[src/core/iie_params.svh]
/*
  Constants of the add-one / block-input execution slice: debug register
  offsets, opcodes, flag bit positions, reset values and buffer depth.
  Assumes it is included by its bare name before the package and modules.
*/
`ifndef IIE_PARAMS_SVH
`define IIE_PARAMS_SVH

// ****************************************
// debug register offsets (4-bit index)
// ****************************************
`define IIE_OFS_GPR_LAST 4'h7
`define IIE_OFS_XLO      4'h8
`define IIE_OFS_XHI      4'h9
`define IIE_OFS_YLO      4'hA
`define IIE_OFS_YHI      4'hB
`define IIE_OFS_PCL      4'hC
`define IIE_OFS_PCH      4'hD
`define IIE_OFS_CTRL     4'hE
`define IIE_OFS_STAT     4'hF

// ****************************************
// register file indices (rrr codes)
// ****************************************
`define IIE_R_CNT   3'h0
`define IIE_R_PORT  3'h1
`define IIE_R_PHI   3'h4
`define IIE_R_PLO   3'h5
`define IIE_R_FLAGS 3'h6
`define IIE_RSEL_MEM 3'h6

// ****************************************
// opcodes
// ****************************************
`define IIE_OP_INC_MEM 8'h34
`define IIE_INC_MASK   8'hC7
`define IIE_INC_PAT    8'h04
`define IIE_PFX_XR     8'hDD
`define IIE_PFX_YR     8'hFD
`define IIE_PFX_ED     8'hED
`define IIE_OP_UP      8'hA2
`define IIE_OP_DN      8'hAA
`define IIE_OP_UP_RPT  8'hB2
`define IIE_OP_DN_RPT  8'hBA

// ****************************************
// flag bit positions and values
// ****************************************
`define IIE_FLG_S  7
`define IIE_FLG_Z  6
`define IIE_FLG_U5 5
`define IIE_FLG_H  4
`define IIE_FLG_U3 3
`define IIE_FLG_PV 2
`define IIE_FLG_N  1
`define IIE_OVF_VAL 8'h7F
`define IIE_NIB_MAX 4'hF

// ****************************************
// reset values, counts, depth
// ****************************************
`define IIE_RST_BYTE   8'h00
`define IIE_RST_WORD   16'h0000
`define IIE_PC_REWIND  16'h0002
`define IIE_FIFO_DEPTH 8

`endif

[src/core/iie_pkg.sv]
/*
  Types of the add-one / block-input execution slice.
  Assumes iie_params.svh sits on the include path.
*/
`include "iie_params.svh"

package iie_pkg;

  // sequencer states
  typedef enum logic [3:0] {
    S_IDLE  = 4'b0000,
    S_FETCH = 4'b0001,
    S_PFX   = 4'b0010,
    S_DISP  = 4'b0011,
    S_MRD   = 4'b0100,
    S_MWR   = 4'b0101,
    S_IORD  = 4'b0110,
    S_IOWR  = 4'b0111,
    S_INTA  = 4'b1000
  } iie_state_t;

  // opcode page selected by a prefix byte
  typedef enum logic [1:0] {
    P_NONE = 2'b00,
    P_XR   = 2'b01,
    P_YR   = 2'b10,
    P_ED   = 2'b11
  } iie_pfx_t;

endpackage : iie_pkg

[src/core/iie_inc8.sv]
/*
  Combinational 8-bit add-one with its flag results.
  Assumes the caller picks the operand and stores result and flags.
*/
`include "iie_params.svh"

module iie_inc8
  import iie_pkg::*;
(
  input  wire logic [7:0] i_opnd,
  input  wire logic [7:0] i_flags,
  output logic      [7:0] o_res,
  output logic      [7:0] o_flags
);

  // ****************************************
  // sum and flags
  // ****************************************
  assign o_res = i_opnd + 8'h01;
  // carry bit stays as it was; undocumented bits are left alone too
  always_comb
  begin
    o_flags                = i_flags;
    o_flags[`IIE_FLG_S]    = o_res[7];
    o_flags[`IIE_FLG_Z]    = (o_res == 8'h00);
    o_flags[`IIE_FLG_H]    = (i_opnd[3:0] == `IIE_NIB_MAX);
    o_flags[`IIE_FLG_PV]   = (i_opnd == `IIE_OVF_VAL);
    o_flags[`IIE_FLG_N]    = 1'b0;
  end

endmodule // iie_inc8

[src/core/iie_fifo.sv]
/*
  Flip-flop FIFO with valid/ready on both sides.
  Assumes one clock, asynchronous active-high reset, DEPTH a power of two.
*/
module iie_fifo
  import iie_pkg::*;
#(
  parameter int WIDTH = 8,
  parameter int DEPTH = 8
)
(
  input  wire logic             i_clk,
  input  wire logic             i_rst,
  input  wire logic             i_valid,
  output logic                  o_ready,
  input  wire logic [WIDTH-1:0] i_data,
  output logic                  o_valid,
  input  wire logic             i_ready,
  output logic      [WIDTH-1:0] o_data
);

  localparam int AW = $clog2(DEPTH);

  logic [WIDTH-1:0] mem_reg [DEPTH];
  logic [AW-1:0]    wp_reg;
  logic [AW-1:0]    rp_reg;
  logic [AW:0]      cnt_reg;
  logic             push;
  logic             pop;

  // ****************************************
  // handshake
  // ****************************************
  assign o_ready = (cnt_reg != DEPTH[AW:0]);
  assign o_valid = (cnt_reg != '0);
  assign push    = i_valid && o_ready;
  assign pop     = o_valid && i_ready;
  assign o_data  = mem_reg[rp_reg];

  // storage is written only on a push, so no reset is needed on it
  always_ff @(posedge i_clk)
  begin
    if (push)
    begin
      mem_reg[wp_reg] <= i_data;
    end
  end

  // pointers and fill level
  always_ff @(posedge i_clk or posedge i_rst)
  begin
    if (i_rst)
    begin
      wp_reg  <= '0;
      rp_reg  <= '0;
      cnt_reg <= '0;
    end
    else
    begin
      if (push)
      begin
        wp_reg <= wp_reg + 1'b1;
      end
      if (pop)
      begin
        rp_reg <= rp_reg + 1'b1;
      end
      if (push && !pop)
      begin
        cnt_reg <= cnt_reg + 1'b1;
      end
      else if (pop && !push)
      begin
        cnt_reg <= cnt_reg - 1'b1;
      end
    end
  end

endmodule // iie_fifo

[src/core/iie_core.sv]
/*
  Execution slice for 8-bit add-one (register, pointer memory, indexed
  memory) and the block input group, with a debug register port.
  Assumes a synchronous memory/I-O bus on I_REF_CLK; I_WAIT_N and
  I_INT_REQ are asynchronous and are synchronised here.
*/
// Decided for this implementation: the register offsets and the address-and-strobe port.
`include "iie_params.svh"

module iie_core
  import iie_pkg::*;
(
  input  wire logic        I_REF_CLK,
  input  wire logic        I_RST,
  output logic      [15:0] O_ADDR,
  output logic      [7:0]  O_DOUT,
  input  wire logic [7:0]  I_DIN,
  output logic             O_MEM_RD,
  output logic             O_MEM_WR,
  output logic             O_IO_RD,
  input  wire logic        I_WAIT_N,
  input  wire logic        I_INT_REQ,
  output logic             O_INT_ACK,
  input  wire logic [3:0]  I_REG_ADDR,
  input  wire logic [7:0]  I_REG_WDATA,
  input  wire logic        I_REG_WR,
  input  wire logic        I_REG_RD,
  output logic      [7:0]  O_REG_RDATA
);

  // ****************************************
  // declarations
  // ****************************************
  iie_state_t  state_reg;
  iie_state_t  state_next;
  iie_pfx_t    pfx_reg;
  logic [7:0]  gpr_reg [8];
  logic [15:0] pc_reg;
  logic [15:0] index_x_reg;
  logic [15:0] index_y_reg;
  logic [15:0] addr_reg;
  logic [7:0]  data_reg;
  logic [7:0]  ir_reg;
  logic [7:0]  rdata_reg;
  logic        run_reg;
  logic        wait_m_reg;
  logic        wait_s_reg;
  logic        int_m_reg;
  logic        int_s_reg;
  logic        int_d_reg;
  logic        int_pend_reg;
  logic [15:0] ptr_pair;
  logic [15:0] io_addr;
  logic [15:0] idx_sum;
  logic [7:0]  cnt_dec;
  logic [7:0]  blk_flags;
  logic [7:0]  inc_opnd;
  logic [7:0]  inc_res;
  logic [7:0]  inc_flags;
  logic        is_inc_r;
  logic        is_blk;
  logic        blk_down;
  logic        blk_rpt;
  logic        xfer_ok;
  logic        fetch_ok;
  logic        io_ok;
  logic        st_ok;
  logic        sw_wr;
  logic        fifo_in_rdy;
  logic        fifo_out_vld;
  logic [7:0]  fifo_dout;

  // ****************************************
  // pin synchronisers
  // ****************************************
  // wait and interrupt come from other clocks, so two flops each
  always_ff @(posedge I_REF_CLK or posedge I_RST)
  begin
    if (I_RST)
    begin
      wait_m_reg <= 1'b1;
      wait_s_reg <= 1'b1;
      int_m_reg  <= 1'b0;
      int_s_reg  <= 1'b0;
      int_d_reg  <= 1'b0;
    end
    else
    begin
      wait_m_reg <= I_WAIT_N;
      wait_s_reg <= wait_m_reg;
      int_m_reg  <= I_INT_REQ;
      int_s_reg  <= int_m_reg;
      int_d_reg  <= int_s_reg;
    end
  end

  // a request edge is held until acknowledged; a new edge beats the clear
  always_ff @(posedge I_REF_CLK or posedge I_RST)
  begin
    if (I_RST)
    begin
      int_pend_reg <= 1'b0;
    end
    else if (int_s_reg && !int_d_reg)
    begin
      int_pend_reg <= 1'b1;
    end
    else if (state_reg == S_INTA)
    begin
      int_pend_reg <= 1'b0;
    end
  end

  // ****************************************
  // decode helpers
  // ****************************************
  assign ptr_pair = {gpr_reg[`IIE_R_PHI], gpr_reg[`IIE_R_PLO]};
  assign io_addr  = {gpr_reg[`IIE_R_CNT], gpr_reg[`IIE_R_PORT]};
  assign is_inc_r = ((I_DIN & `IIE_INC_MASK) == `IIE_INC_PAT)
                    && (I_DIN[5:3] != `IIE_RSEL_MEM);
  assign is_blk   = (I_DIN == `IIE_OP_UP) || (I_DIN == `IIE_OP_DN)
                    || (I_DIN == `IIE_OP_UP_RPT) || (I_DIN == `IIE_OP_DN_RPT);
  assign blk_down = ir_reg[3];
  assign blk_rpt  = ir_reg[4];
  assign idx_sum  = ((pfx_reg == P_XR) ? index_x_reg : index_y_reg)
                    + {{8{I_DIN[7]}}, I_DIN};
  assign cnt_dec  = gpr_reg[`IIE_R_CNT] - 8'h01;
  assign inc_opnd = (state_reg == S_FETCH) ? gpr_reg[I_DIN[5:3]] : I_DIN;
  assign sw_wr    = I_REG_WR && (state_reg == S_IDLE);

  // flags after a block input step
  always_comb
  begin
    blk_flags            = gpr_reg[`IIE_R_FLAGS];
    blk_flags[`IIE_FLG_Z] = (cnt_dec == 8'h00);
    blk_flags[`IIE_FLG_N] = 1'b1;
    if (ir_reg == `IIE_OP_UP)
    begin
      blk_flags[`IIE_FLG_U5] = cnt_dec[5];
      blk_flags[`IIE_FLG_U3] = cnt_dec[3];
    end
  end

  iie_inc8 u_inc
  (
    .i_opnd  (inc_opnd),
    .i_flags (gpr_reg[`IIE_R_FLAGS]),
    .o_res   (inc_res),
    .o_flags (inc_flags)
  );

  // port bytes queue here before the memory write; a full queue stops the read
  iie_fifo #(.WIDTH(8), .DEPTH(`IIE_FIFO_DEPTH)) u_fifo
  (
    .i_clk   (I_REF_CLK),
    .i_rst   (I_RST),
    .i_valid (io_ok),
    .o_ready (fifo_in_rdy),
    .i_data  (I_DIN),
    .o_valid (fifo_out_vld),
    .i_ready (st_ok),
    .o_data  (fifo_dout)
  );

  // ****************************************
  // bus drive
  // ****************************************
  // a strobe completes in any cycle where the synced wait reads high
  assign O_MEM_RD  = ((state_reg == S_FETCH) && run_reg && !int_pend_reg)
                     || (state_reg == S_PFX) || (state_reg == S_DISP)
                     || (state_reg == S_MRD);
  assign O_MEM_WR  = (state_reg == S_MWR)
                     || ((state_reg == S_IOWR) && fifo_out_vld);
  assign O_IO_RD   = (state_reg == S_IORD) && fifo_in_rdy;
  assign O_INT_ACK = (state_reg == S_INTA);
  assign xfer_ok   = wait_s_reg;
  assign fetch_ok  = O_MEM_RD && xfer_ok;
  assign io_ok     = O_IO_RD && xfer_ok;
  assign st_ok     = (state_reg == S_IOWR) && fifo_out_vld && xfer_ok;

  always_comb
  begin
    case (state_reg)
      S_FETCH, S_PFX, S_DISP: O_ADDR = pc_reg;
      S_MRD, S_MWR:           O_ADDR = addr_reg;
      S_IORD:                 O_ADDR = io_addr;
      S_IOWR:                 O_ADDR = ptr_pair;
      default:                O_ADDR = `IIE_RST_WORD;
    endcase
  end

  assign O_DOUT = (state_reg == S_MWR) ? data_reg
                : (state_reg == S_IOWR) ? fifo_dout : `IIE_RST_BYTE;

  // ****************************************
  // sequencer
  // ****************************************
  always_comb
  begin
    state_next = state_reg;
    case (state_reg)
      S_IDLE:
      begin
        if (run_reg)
        begin
          state_next = S_FETCH;
        end
      end
      S_FETCH:
      begin
        // instruction boundary: repeat iterations pass through here too
        if (!run_reg)
        begin
          state_next = S_IDLE;
        end
        else if (int_pend_reg)
        begin
          state_next = S_INTA;
        end
        else if (fetch_ok)
        begin
          if ((I_DIN == `IIE_PFX_XR) || (I_DIN == `IIE_PFX_YR)
              || (I_DIN == `IIE_PFX_ED))
          begin
            state_next = S_PFX;
          end
          else if (I_DIN == `IIE_OP_INC_MEM)
          begin
            state_next = S_MRD;
          end
        end
      end
      S_PFX:
      begin
        if (fetch_ok)
        begin
          if ((pfx_reg == P_ED) && is_blk)
          begin
            state_next = S_IORD;
          end
          else if ((pfx_reg != P_ED) && (I_DIN == `IIE_OP_INC_MEM))
          begin
            state_next = S_DISP;
          end
          else
          begin
            state_next = S_FETCH;
          end
        end
      end
      S_DISP:
      begin
        if (fetch_ok)
        begin
          state_next = S_MRD;
        end
      end
      S_MRD:
      begin
        if (fetch_ok)
        begin
          state_next = S_MWR;
        end
      end
      S_MWR:
      begin
        if (xfer_ok)
        begin
          state_next = S_FETCH;
        end
      end
      S_IORD:
      begin
        if (io_ok)
        begin
          state_next = S_IOWR;
        end
      end
      S_IOWR:
      begin
        if (st_ok)
        begin
          state_next = S_FETCH;
        end
      end
      S_INTA:  state_next = S_FETCH;
      default: state_next = S_IDLE;
    endcase
  end

  always_ff @(posedge I_REF_CLK or posedge I_RST)
  begin
    if (I_RST)
    begin
      state_reg <= S_IDLE;
    end
    else
    begin
      state_reg <= state_next;
    end
  end

  // prefix page and second opcode byte
  always_ff @(posedge I_REF_CLK or posedge I_RST)
  begin
    if (I_RST)
    begin
      pfx_reg <= P_NONE;
      ir_reg  <= `IIE_RST_BYTE;
    end
    else if ((state_reg == S_FETCH) && fetch_ok)
    begin
      pfx_reg <= (I_DIN == `IIE_PFX_XR) ? P_XR
               : (I_DIN == `IIE_PFX_YR) ? P_YR
               : (I_DIN == `IIE_PFX_ED) ? P_ED : P_NONE;
    end
    else if ((state_reg == S_PFX) && fetch_ok)
    begin
      ir_reg <= I_DIN;
    end
  end

  // operand address and result byte for the memory forms
  always_ff @(posedge I_REF_CLK or posedge I_RST)
  begin
    if (I_RST)
    begin
      addr_reg <= `IIE_RST_WORD;
      data_reg <= `IIE_RST_BYTE;
    end
    else if ((state_reg == S_FETCH) && fetch_ok)
    begin
      addr_reg <= ptr_pair;
    end
    else if ((state_reg == S_DISP) && fetch_ok)
    begin
      addr_reg <= idx_sum;
    end
    else if ((state_reg == S_MRD) && fetch_ok)
    begin
      data_reg <= inc_res;
    end
  end

  // ****************************************
  // program counter and index registers
  // ****************************************
  always_ff @(posedge I_REF_CLK or posedge I_RST)
  begin
    if (I_RST)
    begin
      pc_reg <= `IIE_RST_WORD;
    end
    else if (sw_wr && (I_REG_ADDR == `IIE_OFS_PCL))
    begin
      pc_reg[7:0] <= I_REG_WDATA;
    end
    else if (sw_wr && (I_REG_ADDR == `IIE_OFS_PCH))
    begin
      pc_reg[15:8] <= I_REG_WDATA;
    end
    else if (fetch_ok && (state_reg != S_MRD))
    begin
      pc_reg <= pc_reg + 16'h0001;
    end
    else if (st_ok && blk_rpt && (cnt_dec != 8'h00))
    begin
      pc_reg <= pc_reg - `IIE_PC_REWIND;
    end
  end

  // index registers only change from the debug port
  always_ff @(posedge I_REF_CLK or posedge I_RST)
  begin
    if (I_RST)
    begin
      index_x_reg <= `IIE_RST_WORD;
      index_y_reg <= `IIE_RST_WORD;
    end
    else if (sw_wr)
    begin
      case (I_REG_ADDR)
        `IIE_OFS_XLO: index_x_reg[7:0]  <= I_REG_WDATA;
        `IIE_OFS_XHI: index_x_reg[15:8] <= I_REG_WDATA;
        `IIE_OFS_YLO: index_y_reg[7:0]  <= I_REG_WDATA;
        `IIE_OFS_YHI: index_y_reg[15:8] <= I_REG_WDATA;
        default:      index_x_reg       <= index_x_reg;
      endcase
    end
  end

  // ****************************************
  // general registers and flags
  // ****************************************
  // core writes only happen while running, debug writes only while idle
  always_ff @(posedge I_REF_CLK or posedge I_RST)
  begin
    if (I_RST)
    begin
      for (int i = 0; i < 8; i++)
      begin
        gpr_reg[i] <= `IIE_RST_BYTE;
      end
    end
    else if (sw_wr && (I_REG_ADDR <= `IIE_OFS_GPR_LAST))
    begin
      gpr_reg[I_REG_ADDR[2:0]] <= I_REG_WDATA;
    end
    else if ((state_reg == S_FETCH) && fetch_ok && is_inc_r)
    begin
      gpr_reg[I_DIN[5:3]]    <= inc_res;
      gpr_reg[`IIE_R_FLAGS] <= inc_flags;
    end
    else if ((state_reg == S_MRD) && fetch_ok)
    begin
      gpr_reg[`IIE_R_FLAGS] <= inc_flags;
    end
    else if (st_ok)
    begin
      gpr_reg[`IIE_R_CNT]   <= cnt_dec;
      gpr_reg[`IIE_R_FLAGS] <= blk_flags;
      {gpr_reg[`IIE_R_PHI], gpr_reg[`IIE_R_PLO]} <=
        blk_down ? (ptr_pair - 16'h0001) : (ptr_pair + 16'h0001);
    end
  end

  // ****************************************
  // debug register port
  // ****************************************
  // clearing run only stops at the next instruction boundary
  always_ff @(posedge I_REF_CLK or posedge I_RST)
  begin
    if (I_RST)
    begin
      run_reg <= 1'b0;
    end
    else if (I_REG_WR && (I_REG_ADDR == `IIE_OFS_CTRL))
    begin
      run_reg <= I_REG_WDATA[0];
    end
  end

  always_ff @(posedge I_REF_CLK or posedge I_RST)
  begin
    if (I_RST)
    begin
      rdata_reg <= `IIE_RST_BYTE;
    end
    else if (I_REG_RD)
    begin
      case (I_REG_ADDR)
        `IIE_OFS_XLO:  rdata_reg <= index_x_reg[7:0];
        `IIE_OFS_XHI:  rdata_reg <= index_x_reg[15:8];
        `IIE_OFS_YLO:  rdata_reg <= index_y_reg[7:0];
        `IIE_OFS_YHI:  rdata_reg <= index_y_reg[15:8];
        `IIE_OFS_PCL:  rdata_reg <= pc_reg[7:0];
        `IIE_OFS_PCH:  rdata_reg <= pc_reg[15:8];
        `IIE_OFS_CTRL: rdata_reg <= {7'h00, run_reg};
        `IIE_OFS_STAT: rdata_reg <= {2'h0, fifo_out_vld, int_pend_reg, state_reg};
        default:       rdata_reg <= gpr_reg[I_REG_ADDR[2:0]];
      endcase
    end
  end

  assign O_REG_RDATA = rdata_reg;

endmodule // iie_core

[config.mk]
export PLATFORM = sky130hd
export DESIGN_NAME = iie_core
export DESIGN_NICKNAME = d
export VERILOG_FILES = /design/src/core/iie_pkg.sv /design/src/core/iie_inc8.sv /design/src/core/iie_fifo.sv /design/src/core/iie_core.sv
export VERILOG_INCLUDE_DIRS = /design/src /design/src/core
export SDC_FILE = /design/constraint.sdc
export NUM_CORES = 1
export LEC_CHECK = 0
export ABC_AREA = 1
export BUFFER_PORTS_ARGS = -buffer_cell sky130_fd_sc_hd__buf_2
export CAP_MARGIN = 20
export CORE_MARGIN = 2
export CORE_UTILIZATION = 65
export CTS_BUF_LIST = sky130_fd_sc_hd__clkbuf_16
export CTS_CLUSTER_DIAMETER = 100
export DETAILED_ROUTE_END_ITERATION = 16
export GPL_TIMING_DRIVEN = 0
export PLACE_DENSITY = 0.92
export SLEW_MARGIN = 5
export SYNTH_ARGS = -nofsm -noshare
export SYNTH_HDL_FRONTEND = slang
export SYNTH_SLANG_ARGS = --single-unit
[constraint.sdc]
create_clock -name I_REF_CLK -period 13.05 [get_ports I_REF_CLK]
set_input_delay 1.9575 -clock I_REF_CLK [delete_from_list [all_inputs] [get_ports I_REF_CLK]]
set_output_delay 1.9575 -clock I_REF_CLK [all_outputs]
set_load 0.01 [all_outputs]
==> impl_metrics.prom <==
# TYPE chip_impl_metric gauge
chip_impl_metric{name="timing.final.crit_period",unit="ns"} 5.17
chip_impl_info{name="setup.worst_path.class",value="input pin to flop"} 1
chip_impl_info{name="setup.worst_path.end_class",value="flop"} 1
chip_impl_info{name="timing.critical_path.max_delay_family",value="simple AND/OR/NAND/NOR gates"} 1
chip_impl_info{name="grt_setup_unrepaired",value="no"} 1
chip_impl_metric{name="p_clk_share",unit="%"} 20.8
chip_impl_metric{name="cts_buffer_count",unit=""} 26
chip_impl_metric{name="timing.hold.ws",unit="ns"} 0.365
chip_impl_metric{name="worst_ir_drop_vdd",unit="uV"} 141
chip_impl_metric{name="proportion_of_netlist_area_held_by_the_largest_area_contributor",unit="%"} 28.5
chip_impl_metric{name="dr.first_iter.drc_count",unit=""} 2925
chip_impl_metric{name="syn_to_final_growth",unit="%"} 10.3
chip_impl_metric{name="switchingPower",unit="W"} 0.00170
chip_impl_info{name="synth.top_cells.by_count",value="sky130_fd_sc_hd__nand2_1 (473), sky130_fd_sc_hd__inv_1 (213), sky130_fd_sc_hd__o21ai_0 (207), sky130_fd_sc_hd__dfrtp_1 (173), sky130_fd_sc_hd__nor2_1 (169)"} 1
chip_impl_metric{name="grt_first_pass_wirelength",unit="mm"} 89.3
chip_impl_metric{name="max_slew_margin",unit="%"} 23.4
chip_impl_metric{name="regToRegSetupSlack",unit="ns"} 8.98
chip_impl_metric{name="clock_sinks",unit=""} 239
chip_impl_metric{name="filler_cell_count",unit=""} 1722
chip_impl_metric{name="critical_path.n_buffers_inverters",unit=""} 6
chip_impl_metric{name="io_pins",unit=""} 62
chip_impl_metric{name="routedWlPerCell",unit="um"} 25.0
chip_impl_metric{name="synthesized_cell_area",unit="sq mm"} 0.0152
chip_impl_metric{name="gp_congestion",unit=""} 1.19
chip_impl_metric{name="cp.arrival",unit="ns"} 5.65
chip_impl_metric{name="synthArstFlopShare",unit="%"} 73.2
chip_impl_info{name="tritoncts",value="done"} 1
chip_impl_metric{name="core.rowCount",unit=""} 55
chip_impl_metric{name="drt_drc_violations_left",unit=""} 0
chip_impl_metric{name="proportion_of_synthesized_chip_area_in_sequential_cells",unit="%"} 41.5
chip_impl_metric{name="finalSetupViolCount",unit=""} 0
chip_impl_info{name="status",value="complete, no violations"} 1
chip_impl_metric{name="cp_slowest_stage_delay",unit="ns"} 0.40
chip_impl_metric{name="placedInstanceArea",unit="sq mm"} 0.0159
chip_impl_metric{name="post_synth_num_cell_types",unit=""} 61
chip_impl_info{name="synth_top_cell_by_area",value="sky130_fd_sc_hd__dfrtp_1"} 1
chip_impl_metric{name="grt_usage",unit="%"} 48.9
chip_impl_metric{name="power.leakage",unit="nW"} 7.76
chip_impl_info{name="cts_root_buf",value="sky130_fd_sc_hd__clkbuf_16"} 1
chip_impl_info{name="timing.critical_path.cells",value="buf_2, buf_6, inv_2, nor2_2, nand3_1, nand2_1, nor2_1, nand2_1, nand2_2, inv_1, ha_1, inv_1, nor2_2, nand2_1, nand2_1, nand2_1, inv_2, nand2_1, o21ai_0, nand2_1, a21boi_1"} 1
chip_impl_metric{name="synth_area_per_cell",unit="sq um"} 7.61
chip_impl_metric{name="fin_skew",unit="ns"} 0.0211
chip_impl_metric{name="ys_ff_latch",unit=""} 239
chip_impl_metric{name="wirelength",unit="mm"} 60.5
chip_impl_metric{name="floorplan.die.height",unit="um"} 157
chip_impl_metric{name="postSynthNetCount",unit=""} 2067
chip_impl_metric{name="p_per_area",unit="mW/mm^2"} 214
chip_impl_metric{name="initial_core_util",unit="%"} 66.7
chip_impl_metric{name="layout-drive-gt1-share",unit="%"} 9.32
chip_impl_metric{name="cts.repair.resized",unit=""} 0
chip_impl_metric{name="post_cts_setup_inserts",unit=""} 0
chip_impl_metric{name="post-dp-hpwl",unit="mm"} 44.3
chip_impl_metric{name="die_x",unit="um"} 157
chip_impl_metric{name="pin_count_of_the_biggest_net_entering_global_routing",unit=""} 91
chip_impl_metric{name="synth_enable_flop_cells",unit=""} 64
chip_impl_metric{name="flip_flop_count_of_the_largest_register_all_copies_and_words_added",unit=""} 64
chip_impl_metric{name="vias_per_cell",unit=""} 6.80
chip_impl_metric{name="htreeDepth",unit=""} 1
chip_impl_metric{name="drv_slew",unit=""} 0
chip_impl_metric{name="num_vias",unit=""} 16420
chip_impl_metric{name="critPathRequiredTime",unit="ns"} 13.53
chip_impl_metric{name="hold_bufs_at_cts",unit=""} 0
chip_impl_info{name="dominantRegCellSynth",value="sky130_fd_sc_hd__dfrtp_1"} 1
chip_impl_metric{name="post_synth_inst_count",unit=""} 1997
chip_impl_metric{name="timing_worst_slew_pin_value",unit="ns"} 1.14
chip_impl_metric{name="final_net_count",unit=""} 2152
chip_impl_info{name="synth.most_common_cell",value="sky130_fd_sc_hd__nand2_1"} 1
chip_impl_metric{name="clock.fmax",unit="MHz"} 194
chip_impl_metric{name="clk-insertion-delay-late",unit="ns"} 0.56
chip_impl_metric{name="max_cap_viol_count",unit=""} 0
chip_impl_info{name="worst_hold_path_type",value="flop to flop"} 1
chip_impl_info{name="timing.critical_path.from_type",value="input pin"} 1
chip_impl_metric{name="yosys_warnings",unit=""} 0
chip_impl_metric{name="finalHoldViolCount",unit=""} 0
chip_impl_metric{name="drtPass1Iterations",unit=""} 9
chip_impl_metric{name="power_frac_comb",unit="%"} 45.5
chip_impl_info{name="worst_path_most_repeated_cell",value="sky130_fd_sc_hd__nand2_1"} 1
chip_impl_metric{name="die_area",unit="sq mm"} 0.0246
chip_impl_metric{name="grt_remaining_overflow",unit=""} 0
chip_impl_metric{name="postRouteAntennaNets",unit=""} 0
chip_impl_metric{name="numPortBuffers",unit=""} 55
chip_impl_info{name="critPathSlowestCell",value="sky130_fd_sc_hd__nor2_2"} 1
chip_impl_metric{name="grt_antenna_before_repair",unit=""} 1
chip_impl_metric{name="seq_power_share",unit="%"} 33.6
chip_impl_info{name="ys_top_cells_by_area",value="sky130_fd_sc_hd__dfrtp_1 (28%), sky130_fd_sc_hd__edfxtp_1 (13%), sky130_fd_sc_hd__nand2_1 (12%), sky130_fd_sc_hd__o21ai_0 (6.8%), sky130_fd_sc_hd__inv_1 (5.3%)"} 1
chip_impl_metric{name="clkTransAtPathRegs",unit="ns"} 0.06
chip_impl_metric{name="final_worst_path_period_share",unit="%"} 39.6
chip_impl_metric{name="critical_path.max_fanout",unit=""} 10
chip_impl_metric{name="switching_share",unit="%"} 47.3
chip_impl_metric{name="first_global_vias",unit=""} 15135
chip_impl_metric{name="setup_tns",unit="ns"} 0
chip_impl_metric{name="clock_path_buffers",unit=""} 3
chip_impl_metric{name="core_region_area",unit="sq mm"} 0.0228
chip_impl_metric{name="cellInternalPower",unit="W"} 0.00189
chip_impl_metric{name="finalInstanceArea",unit="sq mm"} 0.0168
worst paths after layout:
path,start,end,cells after the start
min in group asynchronous,I_RST,gpr_reg[21],2
hold / removal,wait_m_reg,wait_s_reg,0
setup / recovery,I_DIN[5],gpr_reg[28],21
setup reg to reg,pfx_reg[0],addr_reg[10],16
hold reg to reg,wait_m_reg,wait_s_reg,0
max in group asynchronous,I_RST,index_y_reg[0],3
stage by stage:
stage	util (%)	instances	power, W	setup slack (ns)
global route	73.6	2415	0.00371	7.91
finish	73.6	2416	0.00358	7.88
CTS	73.5	2414	0.00347	8.25
detailed placement	69.8	2366	0.00272	7.71
floorplan	-	1997	0.00213	6.35
global placement	69.7	2365	0.00268	4.30
metal layers:
layer	up-vias	track usage [%]	wire, um
li1	6996	-	-
met3	382	12.8	8950
met2	1554	73.3	25600
met5	-	0	0
met1	7488	63.2	20700
met4	0	31.3	5140
worst reg2reg max path, delay by kind of cell (launching register included):
kind                       cells  cell delay [ns]
AOI/OAI and AO/OA              5             1.14
DFF                            1             0.40
and+or+nand+nor                7             0.97
buffers and inverters          2             0.80
adders and majority gates      2             0.70
kinds of logic after synthesis:
group                    Yosys count  synth area share, %
AO/OA/AOI/OAI                    523                 20.5
XOR/XNOR                          50                 2.88
adder cells (fa/ha/maj)           44                 3.77
buffers and inverters            307                 7.93
flip-flops                       239                 41.5
multiplexers                      11                0.749
AND/OR/NAND/NOR                  823                 22.7
layout by cell type, fill, tap and decap left out, types with 12 or more instances in the layout:
cell and n:
sky130_fd_sc_hd__a21oi_1 104, sky130_fd_sc_hd__a221oi_1 14, sky130_fd_sc_hd__a22oi_1 23, sky130_fd_sc_hd__buf_2 78
sky130_fd_sc_hd__clkbuf_1 36, sky130_fd_sc_hd__clkbuf_16 26, sky130_fd_sc_hd__dfrtp_1 173, sky130_fd_sc_hd__edfxtp_1 64
sky130_fd_sc_hd__ha_1 41, sky130_fd_sc_hd__inv_1 216, sky130_fd_sc_hd__inv_2 24, sky130_fd_sc_hd__nand2_1 473
sky130_fd_sc_hd__nand3_1 98, sky130_fd_sc_hd__nand4_1 24, sky130_fd_sc_hd__nor2_1 169, sky130_fd_sc_hd__nor2_2 15
sky130_fd_sc_hd__nor3_1 16, sky130_fd_sc_hd__o211ai_1 32, sky130_fd_sc_hd__o21ai_0 207, sky130_fd_sc_hd__o21ai_1 16
sky130_fd_sc_hd__o221ai_1 20, sky130_fd_sc_hd__o22ai_1 59, sky130_fd_sc_hd__xnor2_1 12, sky130_fd_sc_hd__xor2_1 38
power groups by stage:
stage	Clock (W)	Combinational (W)	Sequential, W
floorplan	0	0.00104	0.00110
global placement	0	0.00148	0.00119
detailed placement	0	0.00153	0.00120
CTS	0.000735	0.00155	0.00118
global route	0.000765	0.00174	0.00121
finish	0.000747	0.00163	0.00121
final cells by class:
type	instances	area, sq um	share of cell area (%)
diodes	1	2.50	0.0149
inverters	242	918	5.48
well taps	313	392	2.34
clock inverters	22	199	1.19
repair buffers	57	308	1.84
clock buffers	26	651	3.88
plain buffers	65	295	1.76
flip-flops and latches	239	6300	37.6
multi-input cells	1451	7690	45.9
Power figures use the tool's default switching activity.
